==> src/bdps_pkg.sv <==
// Shared constants and types for the boot default and power state block.
package bdps_pkg;

  // Strap selectors, already digitised from the straps by the analog front end.
  localparam int unsigned STRAP_W = 4;

  // Dead-battery modes.
  typedef enum logic [2:0]
  {
    BDPS_DB_NO_RESPONSE,
    BDPS_DB_WAIT_SUPPLY_INT,
    BDPS_DB_HOST_WAIT_INT,
    BDPS_DB_WAIT_SUPPLY_EXT,
    BDPS_DB_HOST_WAIT_EXT,
    BDPS_DB_NO_WAIT
  } bdps_db_t;

  // Default configurations.
  typedef enum logic [2:0]
  {
    BDPS_CFG_SAFE,
    BDPS_CFG_WAIT,
    BDPS_CFG_1,
    BDPS_CFG_2,
    BDPS_CFG_3,
    BDPS_CFG_4,
    BDPS_CFG_5,
    BDPS_CFG_RSVD
  } bdps_cfg_t;

  // Core clock selects.
  localparam logic [1:0] CLK_SEL_12M = 2'h0;
  localparam logic [1:0] CLK_SEL_5M = 2'h1;
  localparam logic [1:0] CLK_SEL_100K = 2'h2;

  // Port roles.
  localparam logic [1:0] ROLE_OFF = 2'h0;
  localparam logic [1:0] ROLE_DFP = 2'h1;
  localparam logic [1:0] ROLE_UFP = 2'h2;
  localparam logic [1:0] ROLE_LEGACY_SINK = 2'h3;

  // Sink voltage ceiling, in volts, and currents in milliamps.
  localparam logic [4:0] SINK_V_5 = 5'h05;
  localparam logic [4:0] SINK_V_20 = 5'h14;
  localparam logic [11:0] SINK_MIN_MA = 12'h384;
  localparam logic [11:0] SINK_MAX_MA = 12'hbb8;
  localparam logic [11:0] SRC_MA = 12'hbb8;

  // Cycles the oscillator and clock need to settle before a wake event is served.
  localparam logic [3:0] WAKE_SETTLE_CYC = 4'h4;

endpackage

==> src/bdps_strap_decode.sv <==
// Strap decoder: maps the strap pair to dead-battery mode and default configuration.
`timescale 1ns/1ps
`default_nettype none
module bdps_strap_decode
(
  input wire logic spi_data_in_strap,
  input wire logic [bdps_pkg::STRAP_W-1:0] analog_strap_input_one,
  output bdps_pkg::bdps_db_t db_mode,
  output bdps_pkg::bdps_cfg_t cfg
);

  // Each analog band is one code step; bands outside the table fall to the safe configuration, and to the no-wait mode with the SPI strap set.
  always_comb
  begin
    db_mode = bdps_pkg::BDPS_DB_NO_RESPONSE;
    cfg = bdps_pkg::BDPS_CFG_SAFE;
    if (spi_data_in_strap)
    begin
      case (analog_strap_input_one)
        4'h2: db_mode = bdps_pkg::BDPS_DB_WAIT_SUPPLY_INT;
        4'h3:
        begin
          db_mode = bdps_pkg::BDPS_DB_HOST_WAIT_INT;
          cfg = bdps_pkg::BDPS_CFG_WAIT;
        end
        4'h4: db_mode = bdps_pkg::BDPS_DB_WAIT_SUPPLY_EXT;
        4'h5:
        begin
          db_mode = bdps_pkg::BDPS_DB_HOST_WAIT_EXT;
          cfg = bdps_pkg::BDPS_CFG_WAIT;
        end
        4'h0, 4'h1: db_mode = bdps_pkg::BDPS_DB_NO_RESPONSE;
        default: db_mode = bdps_pkg::BDPS_DB_NO_WAIT;
      endcase
    end
    else
    begin
      case (analog_strap_input_one)
        4'h1: cfg = bdps_pkg::BDPS_CFG_1;
        4'h2:
        begin
          db_mode = bdps_pkg::BDPS_DB_NO_WAIT;
          cfg = bdps_pkg::BDPS_CFG_2;
        end
        4'h3:
        begin
          db_mode = bdps_pkg::BDPS_DB_HOST_WAIT_INT;
          cfg = bdps_pkg::BDPS_CFG_WAIT;
        end
        4'h4:
        begin
          db_mode = bdps_pkg::BDPS_DB_NO_WAIT;
          cfg = bdps_pkg::BDPS_CFG_3;
        end
        4'h5:
        begin
          db_mode = bdps_pkg::BDPS_DB_HOST_WAIT_EXT;
          cfg = bdps_pkg::BDPS_CFG_WAIT;
        end
        4'h6:
        begin
          db_mode = bdps_pkg::BDPS_DB_NO_WAIT;
          cfg = bdps_pkg::BDPS_CFG_4;
        end
        4'h7:
        begin
          db_mode = bdps_pkg::BDPS_DB_NO_WAIT;
          cfg = bdps_pkg::BDPS_CFG_RSVD;
        end
        4'h8: cfg = bdps_pkg::BDPS_CFG_RSVD;
        4'h9:
        begin
          db_mode = bdps_pkg::BDPS_DB_NO_WAIT;
          cfg = bdps_pkg::BDPS_CFG_5;
        end
        default: cfg = bdps_pkg::BDPS_CFG_SAFE;
      endcase
    end
  end

endmodule
`default_nettype wire

==> src/bdps_top.sv <==
// Boot default selection and Active, Idle, Sleep power state control.
`timescale 1ns/1ps
`default_nettype none
module bdps_top
(
  input wire logic clk,
  input wire logic reset,
  input wire logic spi_data_in_strap,
  input wire logic [bdps_pkg::STRAP_W-1:0] analog_strap_input_one,
  input wire logic aux_supply_present,
  input wire logic rail_from_vbus,
  input wire logic fetch_done,
  input wire logic fetch_fail,
  input wire logic typec_connected,
  input wire logic attach_event,
  input wire logic i2c_activity,
  input wire logic pd_msg_rx,
  input wire logic idle_req,
  input wire logic sleep_req,
  output logic fetch_req,
  output logic fetch_spi_en,
  output logic fetch_i2c_en,
  output logic boot_done,
  output logic [1:0] port_role,
  output logic external_sink_gate,
  output logic high_voltage_path_one,
  output logic [4:0] sink_v_max,
  output logic [11:0] sink_min_ma,
  output logic [11:0] sink_max_ma,
  output logic [11:0] source_ma,
  output logic alt_modes_en,
  output logic [1:0] pwr_state,
  output logic [1:0] core_clk_sel,
  output logic osc_24m_en,
  output logic osc_100k_en,
  output logic pd_en,
  output logic spi_en,
  output logic i2c_en,
  output logic pd_msg_drop,
  output logic wake_serve
);

  typedef enum logic [1:0]
  {
    BDPS_B_STRAP,
    BDPS_B_WAIT_AUX,
    BDPS_B_FETCH,
    BDPS_B_RUN
  } bdps_boot_t;
  typedef enum logic [1:0]
  {
    BDPS_ACTIVE,
    BDPS_IDLE,
    BDPS_SLEEP
  } bdps_pwr_t;
  typedef struct packed
  {
    bdps_boot_t boot;
    bdps_pwr_t pwr;
    bdps_pkg::bdps_db_t db;
    bdps_pkg::bdps_cfg_t cfg;
    logic loaded, drop_pend, wake_pend;
    logic [3:0] settle;
    logic [1:0] role;
    logic ext_gate, path_one;
    logic [4:0] vmax;
    logic [11:0] smin, smax, src;
    logic alt, pd_drop, serve;
  } bdps_state_t;
  bdps_state_t st_r, st_nxt;
  bdps_pkg::bdps_db_t dec_db;
  bdps_pkg::bdps_cfg_t dec_cfg;
  logic ext_mode, int_mode, wake_ev;
  bdps_strap_decode u_dec
  (
    .spi_data_in_strap(spi_data_in_strap),
    .analog_strap_input_one(analog_strap_input_one),
    .db_mode(dec_db),
    .cfg(dec_cfg)
  );
  // Mode groups and the wake sources that each low-power state honours.
  assign ext_mode = (st_r.db == bdps_pkg::BDPS_DB_WAIT_SUPPLY_EXT) ||
                    (st_r.db == bdps_pkg::BDPS_DB_HOST_WAIT_EXT);
  assign int_mode = (st_r.db == bdps_pkg::BDPS_DB_WAIT_SUPPLY_INT) ||
                    (st_r.db == bdps_pkg::BDPS_DB_HOST_WAIT_INT);
  assign wake_ev = attach_event || i2c_activity ||
                   (pd_msg_rx && (st_r.pwr == BDPS_IDLE));

  // Next-state logic for boot, power state and the applied port profile.
  always_comb
  begin
    st_nxt = st_r;
    st_nxt.pd_drop = 1'b0;
    st_nxt.serve = 1'b0;
    case (st_r.boot)
      BDPS_B_STRAP:
      begin
        // Straps are caught once here and never again until reset.
        st_nxt.db = dec_db;
        st_nxt.cfg = dec_cfg;
        st_nxt.boot = BDPS_B_WAIT_AUX;
      end
      BDPS_B_WAIT_AUX:
      begin
        // Wait-for-supply and no-response modes hold startup until the aux supply appears.
        if (aux_supply_present || (st_r.db == bdps_pkg::BDPS_DB_NO_WAIT) ||
            (st_r.db == bdps_pkg::BDPS_DB_HOST_WAIT_EXT) ||
            (st_r.db == bdps_pkg::BDPS_DB_HOST_WAIT_INT))
          st_nxt.boot = BDPS_B_FETCH;
      end
      BDPS_B_FETCH:
      begin
        if (fetch_done)
        begin
          st_nxt.loaded = 1'b1;
          st_nxt.boot = BDPS_B_RUN;
        end
        else if (fetch_fail && (st_r.cfg != bdps_pkg::BDPS_CFG_WAIT))
          st_nxt.boot = BDPS_B_RUN;
      end
      BDPS_B_RUN: st_nxt.boot = BDPS_B_RUN;
      default: st_nxt.boot = BDPS_B_STRAP;
    endcase
    // Default profile from the latched configuration; loaded bundles leave it to firmware.
    st_nxt.role = bdps_pkg::ROLE_OFF;
    st_nxt.vmax = 5'h00;
    st_nxt.smin = 12'h000;
    st_nxt.smax = 12'h000;
    st_nxt.src = 12'h000;
    st_nxt.alt = 1'b0;
    st_nxt.ext_gate = ext_mode;
    st_nxt.path_one = int_mode;
    if ((st_r.boot == BDPS_B_RUN) && !st_r.loaded)
    begin
      case (st_r.cfg)
        bdps_pkg::BDPS_CFG_1:
        begin
          st_nxt.role = bdps_pkg::ROLE_DFP;
          st_nxt.src = bdps_pkg::SRC_MA;
          st_nxt.path_one = 1'b1;
        end
        bdps_pkg::BDPS_CFG_2, bdps_pkg::BDPS_CFG_3:
        begin
          st_nxt.role = bdps_pkg::ROLE_UFP;
          st_nxt.path_one = 1'b1;
          st_nxt.smin = bdps_pkg::SINK_MIN_MA;
          st_nxt.smax = bdps_pkg::SINK_MAX_MA;
          st_nxt.vmax = (st_r.cfg == bdps_pkg::BDPS_CFG_3) ? bdps_pkg::SINK_V_20 :
                        bdps_pkg::SINK_V_5;
        end
        bdps_pkg::BDPS_CFG_4, bdps_pkg::BDPS_CFG_5:
        begin
          st_nxt.role = bdps_pkg::ROLE_UFP;
          st_nxt.ext_gate = 1'b1;
          st_nxt.path_one = 1'b0;
          st_nxt.smin = bdps_pkg::SINK_MIN_MA;
          st_nxt.smax = bdps_pkg::SINK_MAX_MA;
          st_nxt.src = bdps_pkg::SRC_MA;
          st_nxt.vmax = (st_r.cfg == bdps_pkg::BDPS_CFG_5) ? bdps_pkg::SINK_V_20 :
                        bdps_pkg::SINK_V_5;
        end
        default:
        begin
          // Safe and reserved: ports off, plain sink when living on VBUS.
          st_nxt.role = rail_from_vbus ? bdps_pkg::ROLE_LEGACY_SINK : bdps_pkg::ROLE_OFF;
        end
      endcase
    end
    // A VBUS-derived rail never allows sourcing.
    if (rail_from_vbus)
    begin
      st_nxt.src = 12'h000;
      if (st_nxt.role == bdps_pkg::ROLE_DFP)
        st_nxt.role = bdps_pkg::ROLE_LEGACY_SINK;
    end
    // The woken event is served only after clocks have settled.
    // A wake in this same cycle is taken below, so its set wins over this clear.
    if (st_r.settle != 4'h0)
      st_nxt.settle = st_r.settle - 4'h1;
    else if (st_r.wake_pend)
    begin
      st_nxt.wake_pend = 1'b0;
      st_nxt.serve = 1'b1;
      st_nxt.pd_drop = st_r.drop_pend;
      st_nxt.drop_pend = 1'b0;
    end
    // Power states only move once boot is over.
    if (st_r.boot == BDPS_B_RUN)
    begin
      case (st_r.pwr)
        BDPS_ACTIVE:
        begin
          if (sleep_req && !typec_connected)
            st_nxt.pwr = BDPS_SLEEP;
          else if (idle_req || sleep_req)
            st_nxt.pwr = BDPS_IDLE;
        end
        BDPS_IDLE, BDPS_SLEEP:
        begin
          if (wake_ev)
          begin
            st_nxt.pwr = BDPS_ACTIVE;
            st_nxt.settle = bdps_pkg::WAKE_SETTLE_CYC;
            st_nxt.wake_pend = 1'b1;
            st_nxt.drop_pend = pd_msg_rx && (st_r.pwr == BDPS_IDLE);
          end
          else if ((st_r.pwr == BDPS_SLEEP) && typec_connected)
            st_nxt.pwr = BDPS_IDLE;
        end
        default: st_nxt.pwr = BDPS_ACTIVE;
      endcase
    end
  end
  // One register for all state.
  always_ff @(posedge clk)
  begin
    if (reset)
    begin
      st_r <= '0;
      st_r.boot <= BDPS_B_STRAP;
      st_r.pwr <= BDPS_ACTIVE;
    end
    else
      st_r <= st_nxt;
  end

  // Clock, 24 MHz oscillator and feature enables track the power state; the 100 kHz oscillator always runs.
  assign core_clk_sel = (st_r.pwr == BDPS_SLEEP) ? bdps_pkg::CLK_SEL_100K :
                        (st_r.pwr == BDPS_IDLE) ? bdps_pkg::CLK_SEL_5M : bdps_pkg::CLK_SEL_12M;
  assign osc_24m_en = (st_r.pwr != BDPS_SLEEP);
  assign osc_100k_en = 1'b1;
  assign pd_en = (st_r.pwr == BDPS_ACTIVE) && (st_r.settle == 4'h0);
  assign spi_en = pd_en;
  assign i2c_en = (st_r.pwr != BDPS_SLEEP);
  assign fetch_req = (st_r.boot == BDPS_B_FETCH);
  assign fetch_spi_en = fetch_req;
  assign fetch_i2c_en = fetch_req;
  assign boot_done = (st_r.boot == BDPS_B_RUN);
  assign pwr_state = st_r.pwr;
  assign port_role = st_r.role;
  assign external_sink_gate = st_r.ext_gate;
  assign high_voltage_path_one = st_r.path_one;
  assign sink_v_max = st_r.vmax;
  assign sink_min_ma = st_r.smin;
  assign sink_max_ma = st_r.smax;
  assign source_ma = st_r.src;
  assign alt_modes_en = st_r.alt;
  assign pd_msg_drop = st_r.pd_drop;
  assign wake_serve = st_r.serve;
endmodule
`default_nettype wire

==> config.mk <==
export PLATFORM = sky130hd
export DESIGN_NAME = bdps_top
export DESIGN_NICKNAME = d
export VERILOG_FILES = /design/src/bdps_pkg.sv /design/src/bdps_strap_decode.sv /design/src/bdps_top.sv
export SDC_FILE = /design/constraint.sdc
export NUM_CORES = 1
export LEC_CHECK = 0
export BUFFER_PORTS_ARGS = -buffer_cell sky130_fd_sc_hd__buf_2
export CAP_MARGIN = 15
export CORE_ASPECT_RATIO = 0.8
export CORE_UTILIZATION = 45
export CTS_BUF_LIST = sky130_fd_sc_hd__clkbuf_8 sky130_fd_sc_hd__clkbuf_16
export DETAILED_ROUTE_END_ITERATION = 8
export PLACE_DENSITY = 0.76
export SYNTH_ARGS = -nofsm -noshare
export SYNTH_HDL_FRONTEND = slang
export SYNTH_HIERARCHICAL = 1
export SYNTH_SLANG_ARGS = --single-unit
==> constraint.sdc <==
create_clock -name clk -period 2.45 [get_ports clk]
set_clock_uncertainty 0.1 [all_clocks]
set_input_delay 0.1225 -clock clk [delete_from_list [all_inputs] [get_ports clk]]
set_output_delay 0.1225 -clock clk [all_outputs]
set_load 0.05 [all_outputs]
==> qor.csv <==
stage,metric,value,unit
status,outcome,"complete, no violations",
timing,setup_tns,0,ps
logic_synthesis,ys_types,43,
floorplan,io_pins,78,
power,p_int,0.754,mW
clock_network,postCtsSetupBuffers,0,
detailed_routing,dr.pass1.iters,4,
detailed_routing,drt-total-wl,3.02,mm
cells_and_area,layout.nets,275,
floorplan,dieWidth,74.0,microns
hold_path,hold_path.class,in2reg,
logic_synthesis,synthSimpleGateAreaFrac,20.7,%
logic_synthesis,synthAdderAreaFrac,4.02,%
timing,max_freq,510,MHz
floorplan,die_area,4410,sq um
setup_path,arrival,2000,ps
detailed_routing,wire_per_inst,9.88,microns
cells_and_area,drive_above_1_share,26.7,%
timing,finalHoldViolCount,0,
logic_synthesis,synth-edff-count,0,
setup_path,required,2490,ps
clock_network,clk_latency,260,ps
power,swShare,42.4,%
clock_network,path_clk_slew,90,ps
logic_synthesis,synth_compound_area_share,15.9,%
hold_path,worstHoldEndpoint,st_r[64],
timing,setup_viol,0,
cells_and_area,area_growth,1.88,%
logic_synthesis,synth_top_family_by_area,buffers and inverters,
power,power,1.31,mW
clock_network,cts_tree,done,
timing,layout_setup_ws,488,ps
logic_synthesis,yosys_warnings,6,
power,p_leak,0.898,nW
floorplan,floorplan.core_area,3880,sq um
grt,grt_pass1_wl,4.93,mm
logic_synthesis,seq_area_frac_synth,28.9,%
setup_path,r2r_setup_slack,490,ps
placement,dp.cells,300,
cells_and_area,fin_cells,306,
detailed_routing,vias,1410,
grt,grt_start_max_net_pins,25,
logic_synthesis,synth_xor_xnor_area_share,2.81,%
detailed_routing,vias_per_cell,4.61,
timing,min_period,1960,ps
hold_path,min_path_cells,3,
logic_synthesis,synth-seq-cells,27,
setup_path,cp-start-kind,register,
setup_path,r2r_start,pwr_state[0],
cells_and_area,finish.instance_area,1900,sq um
power,clockPowerShare,18.0,%
power,ir_worst_vdd,0.000427,V
timing,hold_slack,61.2,ps
floorplan,start_util,48.2,%
logic_synthesis,ys_async_sr_fraction,0,%
logic_synthesis,yosys-top-cells-count,"buf_4 (54), dfxtp_1 (27), nor2_1 (18), a21oi_1 (16)",
timing,relSlewSlack,65.0,%
clock_network,h-tree-depth,1,
job,max-cap-violations,0,
grt,grt-ovfl-total,0,
timing,slew_violations,0,
logic_synthesis,syn_inst,232,
power,powerDensity,688,nW/um^2
logic_synthesis,postSynthAreaPerCell,8.05,sq um
setup_path,path_max_fanout,6,
grt,grt_pass1_vias,1124,
logic_synthesis,synth-main-ff-cell,dfxtp_1,
floorplan,rows,20,
grt,antenna_found_initial,0,
setup_path,critPathCaptureType,register,
power,power_switching,0.555,mW
clock_network,cts_resized,0,
floorplan,die_h,59.6,microns
clock_network,clockBufferDepth,2,
detailed_routing,drt_iter0_markers,47,
timing,timing.final.crit_share,80.1,%
detailed_routing,drc,0,
clock_network,cts_root_buf,clkbuf_8,
logic_synthesis,yosys.area.top_type,dfxtp_1,
logic_synthesis,synthMuxAreaShare,0.603,%
grt,grt_usage,14.4,%
placement,dpl.hpwl,2.23,mm
placement,pre_cts_slack,532,ps
logic_synthesis,synthesis.area,1870,sq um
clock_network,clock-sinks,27,
logic_synthesis,synth_top_area_share,28.9,%
setup_path,r2r_end,pwr_state[0],
setup_path,r2r_cells,6,
cells_and_area,postLayoutCoreUtil,49.1,%
logic_synthesis,synth_top_cells_by_area,"dfxtp_1 (29%), buf_4 (22%), a21oi_1 (4.3%)",
placement,post_dp_cell_area,1840,sq um
clock_network,cts_buffers,3,
timing,rsz0062_at_grt,no,
power,p_comb_share,41.6,%
setup_path,worstSetupPathType,reg2reg,
placement,io_buffers,55,
hold_path,min_from,aux_supply_present,
power,seqPwrFrac,40.4,%
logic_synthesis,yosysMostFrequentCell,buf_4,
cells_and_area,diodes,0,
timing,worst_pin_slew,522,ps
detailed_routing,antenna_left,0,
placement,place_congestion,0.768,
## what timing repair did
item,CTS,global route
endpoints found under the setup margin,0,0
endpoints found under the hold margin,2,0
hold buffers,2,0
## worst max-delay path by stage
| stage | from | endpoint | slack (ps) | cells past startpoint |
|---|---|---|---|---|
| 4_1_cts | pwr_state[0] | pwr_state[0] | 490 | 6 |
| 3_5_place_dp | pwr_state[0] | pwr_state[0] | 530 | 6 |
| 2_1_floorplan | pwr_state[0] | pwr_state[0] | 540 | 6 |
| 3_3_place_gp | pwr_state[0] | pwr_state[0] | 590 | 6 |
| 6_report | pwr_state[0] | pwr_state[0] | 490 | 6 |
| 5_1_grt | st_r[48] | pd_en | 340 | 5 |
## power groups by stage
stage	Sequential (mW)	Clock, mW	Combinational [mW]
floorplan	0.523	0	0.525
global placement	0.536	0	0.535
detailed placement	0.538	0	0.541
CTS	0.528	0.247	0.546
global route	0.537	0.262	0.597
finish	0.529	0.236	0.544
## routing by layer
metal,global-route usage [%],vias up,wire length [microns]
met5,0,-,0
met4,2.20,0,13
met3,5.61,2,220
met2,20.8,61,1270
met1,20.4,609,1520
li1,-,738,-
## state kept, by name, summed over array words and instances (netlist names)
signal                 count
pwr_state                  2
st_r                      15
wake_serve                 1
external_sink_gate         1
sink_v_max                 3
port_role                  2
high_voltage_path_one      1
source_ma                  1
pd_msg_drop                1
## kinds of logic after synthesis
| logic type | Yosys count |
|---|---|
| AOI/OAI and AO/OA | 46 |
| xor gates and xnor gates | 6 |
| adders and majority gates | 6 |
| buffers and inverters | 75 |
| DFF | 27 |
| muxes | 1 |
| other | 2 |
| and+or+nand+nor | 69 |
## critical path, cell delays in order, from the launching register on
cell and delay (ps):
dfxtp_1 430, inv_1 90, ha_1 340, a21boi_0 140
a211oi_1 490, o21a_1 190, nor3_1 40
## cell usage in the layout (no fill, tap or decap), drive strengths merged
cell         instances
a21boi               1
nand3b               6
a21oi               16
dlygate4sd3          2
nand3                3
a32oi                1
a22oi                1
a2bb2oi              1
o2bb2ai              1
and2                 1
nor2b                2
o211ai               2
o21ai               14
clkbuf               3
and2b                1
o31ai                1
o22ai                1
ha                   6
or3                  2
mux2                 1
o21a                 1
inv                 14
xor2                 3
buf                 55
nand2b               6
nor3b                8
nor3                 6
nand2               14
nand4                2
nor2                18
xnor2                3
a211oi               3
a31oi                1
a2111oi              2
conb                22
dfxtp               27
## cell type report
type                    count  area, sq um
clock buffers               3         41.3
fillers                   371         1980
flip-flops and latches     27          541
well taps                  55         68.8
clock inverters             1         3.75
repair buffers             57          295
multi-input cells         150          905
inverters                  13         48.8
Power figures use the tool's default switching activity.
